--- src/shared/adc_seq_pkg.sv ---
// shared constants, types and helpers of the conversion sequencer
package adc_seq_pkg;
  // ----------------------------------------------------------------
  // register map
  // ----------------------------------------------------------------
  localparam logic [4:0]  OFS_STATUS    = 5'h00;
  localparam logic [4:0]  OFS_IRQ_EN    = 5'h04;
  localparam logic [4:0]  OFS_TRIGGER   = 5'h08;
  localparam logic [4:0]  OFS_CHANNEL   = 5'h0C;
  localparam logic [4:0]  OFS_RESULT    = 5'h10;
  localparam logic [4:0]  OFS_GENERAL   = 5'h14;
  localparam logic [4:0]  OFS_RESOLUTION = 5'h18;
  localparam logic [31:0] GENERAL_WMASK = 32'h000F_3FFF;
  localparam logic [31:0] RESET_ZERO    = 32'h0000_0000;
  // ----------------------------------------------------------------
  // field positions
  // ----------------------------------------------------------------
  localparam int BIT_POWERED    = 0;
  localparam int BIT_CONVERTING = 1;
  localparam int BIT_DONE       = 2;
  localparam int BIT_DONE_IE    = 2;
  localparam int BIT_SOFT_TRIG  = 0;
  localparam int BIT_POWER_ON   = 0;
  localparam int BIT_REPEAT     = 1;
  localparam int POS_TRIG_SRC   = 2;
  localparam int BIT_PIN_EDGE   = 4;
  localparam int BIT_SAMPLE_HOLD = 5;
  localparam int POS_CLK_DIV    = 6;
  localparam int POS_GAP        = 8;
  localparam int BIT_REF_SELECT = 12;
  localparam int BIT_REF_INTERNAL = 13;
  localparam int POS_GAIN       = 16;
  localparam int BIT_QUARTER    = 19;
  localparam int POS_RESOLUTION = 30;
  localparam int RESULT_W       = 15;
  localparam logic [1:0] TRIG_SOFT = 2'h0;
  localparam logic [1:0] TRIG_PIN  = 2'h3;
  // ----------------------------------------------------------------
  // timing
  // ----------------------------------------------------------------
  localparam int CLK_PERIOD_NS = 10;
  localparam int STAB_TIME_NS  = 5000;
  localparam int STAB_CYCLES   = (STAB_TIME_NS + CLK_PERIOD_NS - 1) / CLK_PERIOD_NS;
  localparam logic [7:0] CONV_CYC_13 = 8'h1D;
  localparam logic [7:0] CONV_CYC_14 = 8'h2D;
  localparam logic [7:0] CONV_CYC_15 = 8'h4D;
  localparam logic [7:0] CONV_CYC_16 = 8'h8D;
  // ----------------------------------------------------------------
  // types
  // ----------------------------------------------------------------
  typedef enum logic [1:0] {ST_IDLE, ST_CONVERT, ST_GAP} seq_state_type;
  typedef struct packed {
    logic       powerOn;
    logic       sampling;
    logic       sampleHold;
    logic [3:0] channel;
    logic       channelValid;
    logic [7:0] ampGain;
    logic       quarterScale;
    logic       refExternal;
    logic [1:0] resolution;
  } analog_ctrl_type;

  // conversion clocks per resolution code
  function automatic logic [7:0] conv_cycles(input logic [1:0] res);
    case (res)
      2'h0:    conv_cycles = CONV_CYC_13;
      2'h1:    conv_cycles = CONV_CYC_14;
      2'h2:    conv_cycles = CONV_CYC_15;
      default: conv_cycles = CONV_CYC_16;
    endcase
  endfunction
endpackage

--- src/verilog/conv_clock_divider.sv ---
// conversion clock enable pulse derived from the bus clock
`timescale 1ns/1ps
module conv_clock_divider
  import adc_seq_pkg::*;
(
  // clock and reset
  input  wire logic       clk_sys,
  input  wire logic       rst,
  // control
  input  wire logic [1:0] divCode,
  // tick out
  output logic            convTick
);
  logic [2:0] divCount;
  logic [2:0] divMask;

  assign divMask  = 3'(({1'b0, 3'h1} << divCode) - 4'h1);
  assign convTick = ((divCount & divMask) == divMask);

  always_ff @(posedge clk_sys or posedge rst)
  begin
    if (rst)
      divCount <= 3'h0;
    else
      divCount <= divCount + 3'h1;
  end

  property p_div_by_eight;
    @(posedge clk_sys) disable iff (rst)
    (divCode == 2'h3) && convTick ##1 (divCode == 2'h3) [*7] |-> !$past(convTick);
  endproperty
  a_div_by_eight: assert property (p_div_by_eight) else $error("divide by 8 ticks too fast");

  property p_div_by_one;
    @(posedge clk_sys) disable iff (rst)
    (divCode == 2'h0) |-> convTick;
  endproperty
  a_div_by_one: assert property (p_div_by_one) else $error("divide by 1 missed a tick");
endmodule // conv_clock_divider

--- src/verilog/pin_edge_sync.sv ---
// two-stage synchroniser and edge detector for the trigger pin
`timescale 1ns/1ps
module pin_edge_sync
(
  // clock and reset
  input  wire logic clk_sys,
  input  wire logic rst,
  // pin
  input  wire logic pinIn,
  // edges
  output logic      pinRise,
  output logic      pinFall
);
  logic syncFirst;
  logic syncSecond;
  logic pinLast;

  always_ff @(posedge clk_sys or posedge rst)
  begin
    if (rst)
    begin
      syncFirst  <= 1'b0;
      syncSecond <= 1'b0;
      pinLast    <= 1'b0;
    end
    else
    begin
      syncFirst  <= pinIn;
      syncSecond <= syncFirst;
      pinLast    <= syncSecond;
    end
  end

  assign pinRise = syncSecond & ~pinLast;
  assign pinFall = ~syncSecond & pinLast;

  property p_single_rise;
    @(posedge clk_sys) disable iff (rst)
    pinRise |=> !pinRise;
  endproperty
  a_single_rise: assert property (p_single_rise) else $error("rise pulse lasted two cycles");
endmodule // pin_edge_sync

--- src/verilog/adc_conversion_sequencer.sv ---
// conversion sequencer: registers, power-up, triggers, timing and result
//
// How it works
// - a conversion lasts 29, 45, 77 or 141 conversion clocks for 13..16 bits
// - interrupt follows the done flag only while the done enable bit is set
// - conversion clock is bus clock divided by 1, 2, 4 or 8
// - powered flag rises 5 us after power-on is set
// - converting flag is high exactly while a conversion runs
// - conversions start by software trigger bit or by the trigger pin
// - each conversion end stores the result and sets the done flag
// - done flag clears on writing 0 to it or reading the result
// - single mode: trigger bit starts one, self-clears at end, 0 aborts
// - continuous mode: conversions repeat while the trigger bit stays 1
// - gap between repeated conversions: none, or 2^(n-1) conversion clocks
// - triggers pass a two-stage resync before starting a conversion
// - channel code routes temp sensor, eight pins, amplifier or supply
// - quarter scale bit scales the input by one quarter
// - amplifier gain is two to the power of the gain code
// - reference select bit picks external (1) or internal (0) reference
// - result occupies bits 14:0, upper bits read zero
// - trigger source 00 software, 11 pin, others reserved
// - repeat mode bit: 0 single, 1 continuous
// - pin edge bit picks start edge; opposite edge ends continuous runs
// - resolution code 00..11 gives 13..16 bits
`timescale 1ns/1ps
module adc_conversion_sequencer
  import adc_seq_pkg::*;
(
  // clock and reset
  input  wire logic                clk_sys,
  input  wire logic                rst,
  // avalon-mm slave
  input  wire logic [4:0]          avsAddress,
  input  wire logic                avsRead,
  input  wire logic                avsWrite,
  input  wire logic [3:0]          avsByteEnable,
  input  wire logic [31:0]         avsWriteData,
  output logic [31:0]              avsReadData,
  output logic                     avsWaitRequest,
  // external trigger pin
  input  wire logic                trigPin,
  // analog core
  input  wire logic [RESULT_W-1:0] analogResult,
  output analog_ctrl_type          analogCtrl,
  output logic                     convTick,
  // interrupt toward the core-local controller
  output logic                     doneIrq
);
  // ----------------------------------------------------------------
  // bus slave: one wait cycle, then the access completes
  // ----------------------------------------------------------------
  logic        busAck;
  logic        busAccept;
  logic        wrAccept;
  logic        rdAccept;
  logic [31:0] byteMask;

  assign avsWaitRequest = (avsRead | avsWrite) & ~busAck;
  assign busAccept      = (avsRead | avsWrite) & busAck;
  assign wrAccept       = busAccept & avsWrite;
  assign rdAccept       = busAccept & avsRead;

  generate
    for (genvar b = 0; b < 4; b++)
    begin : g_mask
      assign byteMask[8*b +: 8] = {8{avsByteEnable[b]}};
    end
  endgenerate

  always_ff @(posedge clk_sys or posedge rst)
  begin
    if (rst)
      busAck <= 1'b0;
    else
      busAck <= (avsRead | avsWrite) & ~busAck;
  end

  // ----------------------------------------------------------------
  // software registers
  // ----------------------------------------------------------------
  logic [31:0]         generalCfg;
  logic [3:0]          channelSel;
  logic                doneIrqEnable;
  logic [1:0]          resolutionSel;
  logic                softTrigger;
  logic                doneFlag;
  logic                powered;
  logic [RESULT_W-1:0] result;
  logic                convEnd;
  seq_state_type       state;

  wire logic       powerOn   = generalCfg[BIT_POWER_ON];
  wire logic       repeatOn  = generalCfg[BIT_REPEAT];
  wire logic [1:0] trigSrc   = generalCfg[POS_TRIG_SRC +: 2];
  wire logic       pinEdge   = generalCfg[BIT_PIN_EDGE];
  wire logic [3:0] gapCode   = generalCfg[POS_GAP +: 4];
  wire logic       swSel     = (trigSrc == TRIG_SOFT);
  wire logic       pinSel    = (trigSrc == TRIG_PIN);
  wire logic       wrGeneral = wrAccept && (avsAddress == OFS_GENERAL);
  wire logic       wrTrigger = wrAccept && (avsAddress == OFS_TRIGGER) && avsByteEnable[0];
  wire logic       wrStatus  = wrAccept && (avsAddress == OFS_STATUS) && avsByteEnable[0];
  wire logic       rdResult  = rdAccept && (avsAddress == OFS_RESULT);

  always_ff @(posedge clk_sys or posedge rst)
  begin
    if (rst)
    begin
      generalCfg    <= RESET_ZERO;
      channelSel    <= 4'h0;
      doneIrqEnable <= 1'b0;
      resolutionSel <= 2'h0;
    end
    else if (wrAccept)
    begin
      case (avsAddress)
        OFS_GENERAL:
          generalCfg <= (generalCfg & ~(byteMask & GENERAL_WMASK))
                        | (avsWriteData & byteMask & GENERAL_WMASK);
        OFS_CHANNEL:
          if (avsByteEnable[0])
            channelSel <= avsWriteData[3:0];
        OFS_IRQ_EN:
          if (avsByteEnable[0])
            doneIrqEnable <= avsWriteData[BIT_DONE_IE];
        OFS_RESOLUTION:
          if (avsByteEnable[3])
            resolutionSel <= avsWriteData[POS_RESOLUTION +: 2];
        default:
          ;
      endcase
    end
  end

  // software trigger: a software write of 1 wins over the hardware clear
  always_ff @(posedge clk_sys or posedge rst)
  begin
    if (rst)
      softTrigger <= 1'b0;
    else if (wrTrigger)
      softTrigger <= avsWriteData[BIT_SOFT_TRIG];
    else if (convEnd && !repeatOn && swSel)
      softTrigger <= 1'b0;
  end

  // done flag: set wins over both clears
  always_ff @(posedge clk_sys or posedge rst)
  begin
    if (rst)
      doneFlag <= 1'b0;
    else if (convEnd)
      doneFlag <= 1'b1;
    else if (rdResult || (wrStatus && !avsWriteData[BIT_DONE]))
      doneFlag <= 1'b0;
  end

  always_ff @(posedge clk_sys or posedge rst)
  begin
    if (rst)
      result <= '0;
    else if (convEnd)
      result <= analogResult;
  end

  assign doneIrq = doneFlag & doneIrqEnable;

  always_ff @(posedge clk_sys or posedge rst)
  begin
    if (rst)
      avsReadData <= RESET_ZERO;
    else if (avsRead && !busAck)
    begin
      case (avsAddress)
        OFS_STATUS:     avsReadData <= {29'h0, doneFlag, (state == ST_CONVERT), powered};
        OFS_IRQ_EN:     avsReadData <= {29'h0, doneIrqEnable, 2'h0};
        OFS_TRIGGER:    avsReadData <= {31'h0, softTrigger};
        OFS_CHANNEL:    avsReadData <= {28'h0, channelSel};
        OFS_RESULT:     avsReadData <= {17'h0, result};
        OFS_GENERAL:    avsReadData <= generalCfg;
        OFS_RESOLUTION: avsReadData <= {resolutionSel, 30'h0};
        default:        avsReadData <= RESET_ZERO;
      endcase
    end
  end

  // ----------------------------------------------------------------
  // power-up stabilisation
  // ----------------------------------------------------------------
  logic [9:0] stabCount;

  always_ff @(posedge clk_sys or posedge rst)
  begin
    if (rst)
    begin
      stabCount <= 10'h000;
      powered   <= 1'b0;
    end
    else if (!powerOn)
    begin
      stabCount <= 10'h000;
      powered   <= 1'b0;
    end
    else if (stabCount == 10'(STAB_CYCLES - 1))
      powered   <= 1'b1;
    else
      stabCount <= stabCount + 10'h001;
  end

  // ----------------------------------------------------------------
  // trigger sources
  // ----------------------------------------------------------------
  logic pinRise;
  logic pinFall;
  logic softSyncA;
  logic softSync;
  logic pinPending;
  logic pinRun;

  pin_edge_sync u_pin_edge_sync (
    .clk_sys (clk_sys),
    .rst     (rst),
    .pinIn   (trigPin),
    .pinRise (pinRise),
    .pinFall (pinFall)
  );

  wire logic pinStart = pinEdge ? pinFall : pinRise;
  wire logic pinStop  = pinEdge ? pinRise : pinFall;

  // the trigger bit reaches the sequencer two clocks late
  always_ff @(posedge clk_sys or posedge rst)
  begin
    if (rst)
    begin
      softSyncA <= 1'b0;
      softSync  <= 1'b0;
    end
    else
    begin
      softSyncA <= softTrigger;
      softSync  <= softSyncA;
    end
  end

  // a pin edge during power-up is held until the converter is powered
  always_ff @(posedge clk_sys or posedge rst)
  begin
    if (rst)
    begin
      pinPending <= 1'b0;
      pinRun     <= 1'b0;
    end
    else
    begin
      if (!pinSel || repeatOn || !powerOn)
        pinPending <= 1'b0;
      else if (pinStart)
        pinPending <= 1'b1;
      else if (state == ST_IDLE && convTick && powered)
        pinPending <= 1'b0;
      if (!pinSel || !repeatOn || pinStop)
        pinRun <= 1'b0;
      else if (pinStart)
        pinRun <= 1'b1;
    end
  end

  wire logic want = swSel  ? (softTrigger & softSync)
                  : pinSel ? (repeatOn ? pinRun : pinPending)
                  : 1'b0;

  // ----------------------------------------------------------------
  // conversion sequence
  // ----------------------------------------------------------------
  logic [7:0]  convCount;
  logic [14:0] gapCount;
  logic [7:0]  convTarget;
  logic [14:0] gapTarget;

  conv_clock_divider u_conv_clock_divider (
    .clk_sys  (clk_sys),
    .rst      (rst),
    .divCode  (generalCfg[POS_CLK_DIV +: 2]),
    .convTick (convTick)
  );

  assign convTarget = conv_cycles(resolutionSel);
  assign gapTarget  = 15'h0001 << (gapCode - 4'h1);
  assign convEnd    = (state == ST_CONVERT) && convTick
                      && (convCount == convTarget - 8'h01);
  // a pin-started single conversion runs to its end once its edge is consumed
  wire logic holdRun  = swSel  ? softTrigger
                      : pinSel ? (repeatOn ? pinRun : 1'b1)
                      : 1'b0;
  wire logic abortRun = !powered || !holdRun;

  always_ff @(posedge clk_sys or posedge rst)
  begin
    if (rst)
    begin
      state     <= ST_IDLE;
      convCount <= 8'h00;
      gapCount  <= 15'h0000;
    end
    else
    begin
      case (state)
        ST_IDLE:
          if (powered && want && convTick)
          begin
            state     <= ST_CONVERT;
            convCount <= 8'h00;
          end
        ST_CONVERT:
          if (abortRun && !convEnd)
            state <= ST_IDLE;
          else if (convEnd)
          begin
            convCount <= 8'h00;
            gapCount  <= 15'h0000;
            if (!repeatOn || abortRun)
              state <= ST_IDLE;
            else if (gapCode != 4'h0)
              state <= ST_GAP;
          end
          else if (convTick)
            convCount <= convCount + 8'h01;
        ST_GAP:
          if (abortRun)
            state <= ST_IDLE;
          else if (convTick)
          begin
            if (gapCount == gapTarget - 15'h0001)
              state <= ST_CONVERT;
            gapCount <= gapCount + 15'h0001;
          end
        default:
          state <= ST_IDLE;
      endcase
    end
  end

  // ----------------------------------------------------------------
  // analog control outputs
  // ----------------------------------------------------------------
  always_comb
  begin
    analogCtrl.powerOn      = powerOn;
    analogCtrl.sampling     = (state == ST_CONVERT);
    analogCtrl.sampleHold   = generalCfg[BIT_SAMPLE_HOLD];
    analogCtrl.channel      = channelSel;
    analogCtrl.channelValid = (channelSel != 4'h1) && (channelSel <= 4'hB);
    analogCtrl.ampGain      = 8'h01 << generalCfg[POS_GAIN +: 3];
    analogCtrl.quarterScale = generalCfg[BIT_QUARTER];
    analogCtrl.refExternal  = generalCfg[BIT_REF_SELECT];
    analogCtrl.resolution   = resolutionSel;
  end

  // ----------------------------------------------------------------
  // checks
  // ----------------------------------------------------------------
  property p_irq_follows_done;
    @(posedge clk_sys) disable iff (rst)
    convEnd && doneIrqEnable |=> doneIrq;
  endproperty
  a_irq_follows_done: assert property (p_irq_follows_done) else $error("irq missing");

  property p_no_early_start;
    @(posedge clk_sys) disable iff (rst)
    $rose(analogCtrl.sampling) |-> $past(powered);
  endproperty
  a_no_early_start: assert property (p_no_early_start) else $error("started unpowered");

  property p_result_stored;
    @(posedge clk_sys) disable iff (rst)
    convEnd |=> doneFlag && (result == $past(analogResult));
  endproperty
  a_result_stored: assert property (p_result_stored) else $error("result not stored");

  property p_read_clears;
    @(posedge clk_sys) disable iff (rst)
    rdResult && !convEnd |=> !doneFlag && !doneIrq;
  endproperty
  a_read_clears: assert property (p_read_clears) else $error("read did not clear");

  property p_single_self_clear;
    @(posedge clk_sys) disable iff (rst)
    convEnd && !repeatOn && swSel && !wrTrigger |=> !softTrigger ##1 (state == ST_IDLE);
  endproperty
  a_single_self_clear: assert property (p_single_self_clear) else $error("no self clear");

  property p_gap_entry;
    @(posedge clk_sys) disable iff (rst)
    convEnd && repeatOn && !abortRun |=> (state == (gapCode == 4'h0 ? ST_CONVERT : ST_GAP));
  endproperty
  a_gap_entry: assert property (p_gap_entry) else $error("wrong gap entry");

  property p_powered_delay;
    @(posedge clk_sys) disable iff (rst)
    $rose(powered) |-> $past(powerOn, 10) && (stabCount == 10'(STAB_CYCLES - 1));
  endproperty
  a_powered_delay: assert property (p_powered_delay) else $error("powered too early");

  property p_conv_length;
    @(posedge clk_sys) disable iff (rst)
    convEnd |-> (convCount + 8'h01) == ((resolutionSel == 2'h0) ? CONV_CYC_13
                                       : (resolutionSel == 2'h1) ? CONV_CYC_14
                                       : (resolutionSel == 2'h2) ? CONV_CYC_15 : CONV_CYC_16);
  endproperty
  a_conv_length: assert property (p_conv_length) else $error("conversion length wrong");

  property p_soft_resync;
    @(posedge clk_sys) disable iff (rst)
    $rose(analogCtrl.sampling) && swSel |-> $past(softTrigger, 2);
  endproperty
  a_soft_resync: assert property (p_soft_resync) else $error("start before resync");
endmodule // adc_conversion_sequencer

--- config.mk ---
export PLATFORM = sky130hd
export DESIGN_NAME = adc_conversion_sequencer
export DESIGN_NICKNAME = d
export VERILOG_FILES = /design/src/shared/adc_seq_pkg.sv /design/src/verilog/conv_clock_divider.sv /design/src/verilog/pin_edge_sync.sv /design/src/verilog/adc_conversion_sequencer.sv
export SDC_FILE = /design/constraint.sdc
export NUM_CORES = 1
export LEC_CHECK = 0
export BUFFER_PORTS_ARGS = -buffer_cell sky130_fd_sc_hd__clkbuf_2
export CORE_MARGIN = 2
export CORE_UTILIZATION = 60
export DETAILED_ROUTE_END_ITERATION = 10
export PLACE_DENSITY = 0.83
export SLEW_MARGIN = 25
export SYNTH_ARGS = -nofsm -noshare
export SYNTH_HDL_FRONTEND = slang
export SYNTH_SLANG_ARGS = --single-unit
export TNS_END_PERCENT = 30
--- constraint.sdc ---
create_clock -name clk_sys -period 8.1 [get_ports clk_sys]
set_input_delay 0.405 -clock clk_sys [delete_from_list [all_inputs] [get_ports clk_sys]]
set_output_delay 0.405 -clock clk_sys [all_outputs]
set_load 0.05 [all_outputs]
==> out/metrics.csv <==
metric;value;unit
result of the run;finished, final reports clean;
number of CTS-inserted buffers;9;
setup repair bufs after CTS;0;
cell with the most instances after synthesis;sky130_fd_sc_hd__dfrtp_1;
cell area after synthesis;0.00594;mm2
Fin Setup TNS;0;ns
portion of synthesized cell area occupied by the leading cell type;0.464;
Vias/cell;6.01;
static leakage;0.00305;uW
number of warnings reported in the yosys synthesis log;0;
Achievable Freq;0.263;GHz
detailed placement HPWL;9710;um
number of pins exceeding their max-slew limit in the final report;0;
setup skew after layout;0.00941;ns
violation count after the first detailed-routing iteration;310;
wire length after detailed routing;13500;um
Worst-Skew Late Latency;0.37;ns
antenna violations before repair;0;
Post-DRT Antenna Nets;0;
per-cell routed wire length;16.5;um
min Tclk post-route;3.80;ns
clock tree from TritonCTS;done;
critical path data required time;8.37;ns
final hold vios;0;
Post-synth top flop;sky130_fd_sc_hd__dfrtp_1;
fraction of layout instances using a drive strength above 1;0.237;
category of the most critical setup path;reg -> reg;
Die Height;103;um
buffers from clock root to sink, at most;2;
routability cong.;0.888;
post-route DRC violation count;0;
wire length of the first global-routing pass;21300;um
type of the most critical hold path;in -> async;
Area growth, synth to finish;11.8;%
number of buffers inserted for hold repair after clock tree synthesis;0;
VDD IR-drop max;141;uV
unrepaired setup endpoints after global routing;no;
power per cell area;165;mW/mm2
iteration count of the initial detailed-routing pass;5;
transition time at the pin with the least slew margin;0.820;ns
NumNets Final;746;
Synth async-reset ratio;1.00;
H-Tree Level Count;3;
count of flip-flops with a built-in enable after synthesis;0;
input/output buffers;92;
ratio of final minimum period to clock period;0.470;
Clock Tree Root;sky130_fd_sc_hd__clkbuf_8;
Synth top cells by count;110 x sky130_fd_sc_hd__dfrtp_1, 59 x sky130_fd_sc_hd__nand2_1, 35 x sky130_fd_sc_hd__o21ai_0, 34 x sky130_fd_sc_hd__mux2_2, 34 x sky130_fd_sc_hd__nor2_1;
worst rel slew slack;0.448;
Resized cells post-CTS;0;
final worst slack;4.30;ns
number of cells produced by synthesis;609;
endpoint type of the worst setup path;register;
clock-pin transition on the worst setup and hold timing paths;0.10;ns
placeable core region;0.00968;mm2
critical path launch point type;register;
cell accounting for the most synthesized area;sky130_fd_sc_hd__dfrtp_1;
worst slack at placement;4.40;ns
initial cell density of the core;0.613;
global routing usage summed across all routing layers;0.255;
global route total overflow;0;
total I/O pin count;116;
die width;103;um
post-synthesis sequential element count;110;
top post-synthesis cells by area;sky130_fd_sc_hd__dfrtp_1 46%, sky130_fd_sc_hd__mux2_2 6.4%, sky130_fd_sc_hd__nand2_1 3.7%, sky130_fd_sc_hd__xnor2_1 3.5%, sky130_fd_sc_hd__o21ai_0 3.0%;
floorplan die area;0.0107;mm2
# clock sinks;110;
antenna fix cells;0;
Row Count;36;
number of global-route vias before repair;4500;
Crit Path Max Fanout;24;
register area share after synthesis;0.464;
largest net degree at the start of global routing;75;
max-cap violation count;0;
Mean Syn Cell Area;9.75;um2
count of cell types in the netlist;71;
final setup violation count;0;
number of vias after detailed routing;4909;
worst path arrival time;4.07;ns
==> metal layers <==
layer  track usage  wire (um)  vias to the layer above
li1              -          -                     2302
met1         0.352       5780                     2401
met2         0.394       6660                      190
met3        0.0652        911                       16
met4        0.0881        168                        0
met5             0          0                        -
==> path summary, 6_finish.rpt <==
check,start,end,slack (ns),depth (start not counted)
max in group asynchronous,rst,u_pin_edge_sync.pinLast,7.11,4
worst min-delay path,rst,avsReadData[18],0.03,2
worst max register to register,register,state[1],4.30,10
worst max-delay path,register,state[1],4.30,10
min in group clk_sys,trigPin,u_pin_edge_sync.syncFirst,0.13,1
worst min register to register,softSyncA,softSync,0.35,0
==> final cells by class <==
type,count,area (um2)
fillers,762,3050
multi-input cells,435,2880
flip-flops and latches,110,2750
repair buffers,100,541
well taps,133,166
clock buffers,12,155
inverters,23,88.8
clock inverters,4,52.6
==> critical path, cell delays in order, from the launching register on <==
cell,delay [ns]
sky130_fd_sc_hd__dfrtp_1,0.84
sky130_fd_sc_hd__nor2_1,0.25
sky130_fd_sc_hd__nand2_1,0.13
sky130_fd_sc_hd__ha_1,0.53
sky130_fd_sc_hd__inv_1,0.17
sky130_fd_sc_hd__a31o_1,0.26
sky130_fd_sc_hd__a2111oi_1,0.27
sky130_fd_sc_hd__o2111ai_1,0.16
sky130_fd_sc_hd__or3_1,0.37
sky130_fd_sc_hd__or4_1,0.54
sky130_fd_sc_hd__a21o_1,0.19
==> stage by stage <==
stage           util  power (uW)  hold WS [ns]  instances  instance area [um2]
3_3_place_gp   0.661         747         0.331        800                 6400
5_1_grt        0.685        1140        0.0624        817                 6640
3_5_place_dp   0.661         752         0.337        800                 6400
2_1_floorplan      -         715         0.331        619                 5970
4_1_cts        0.683        1100        0.0477        816                 6610
6_report       0.685        1090        0.0293        817                 6640
==> cells in the final DEF (no fill, tap or decap), types with 11 or more instances in the layout <==
cell type                    n
sky130_fd_sc_hd__dfrtp_1   110
sky130_fd_sc_hd__clkbuf_2   92
sky130_fd_sc_hd__nand2_1    59
sky130_fd_sc_hd__o21ai_0    35
sky130_fd_sc_hd__nor2_1     34
sky130_fd_sc_hd__mux2_2     34
sky130_fd_sc_hd__xnor2_1    24
sky130_fd_sc_hd__inv_1      20
sky130_fd_sc_hd__nand3_1    20
sky130_fd_sc_hd__a21oi_1    17
sky130_fd_sc_hd__and2_1     13
sky130_fd_sc_hd__a22oi_1    11
sky130_fd_sc_hd__nor3_1     11
sky130_fd_sc_hd__conb_1     11
sky130_fd_sc_hd__clkbuf_8   11
==> report_power, final <==
part,internal [uW],switching [uW],total [uW]
clock network,162,185,347
logic,51.5,104,156
registers,562,27.6,590
==> cells by family after synthesis <==
| group | count (synthesis) | synth area share |
|---|---|---|
| AND/OR/NAND/NOR | 218 | 0.194 |
| AO/OA/AOI/OAI | 128 | 0.145 |
| flip-flops | 110 | 0.464 |
| buffers and inverters | 74 | 0.0594 |
| multiplexers | 45 | 0.0845 |
| XOR/XNOR | 26 | 0.0384 |
| adder cells (fa/ha/maj) | 7 | 0.0143 |
| other | 1 | 0.000632 |
No activity file was read; power rests on OpenSTA's default activity.
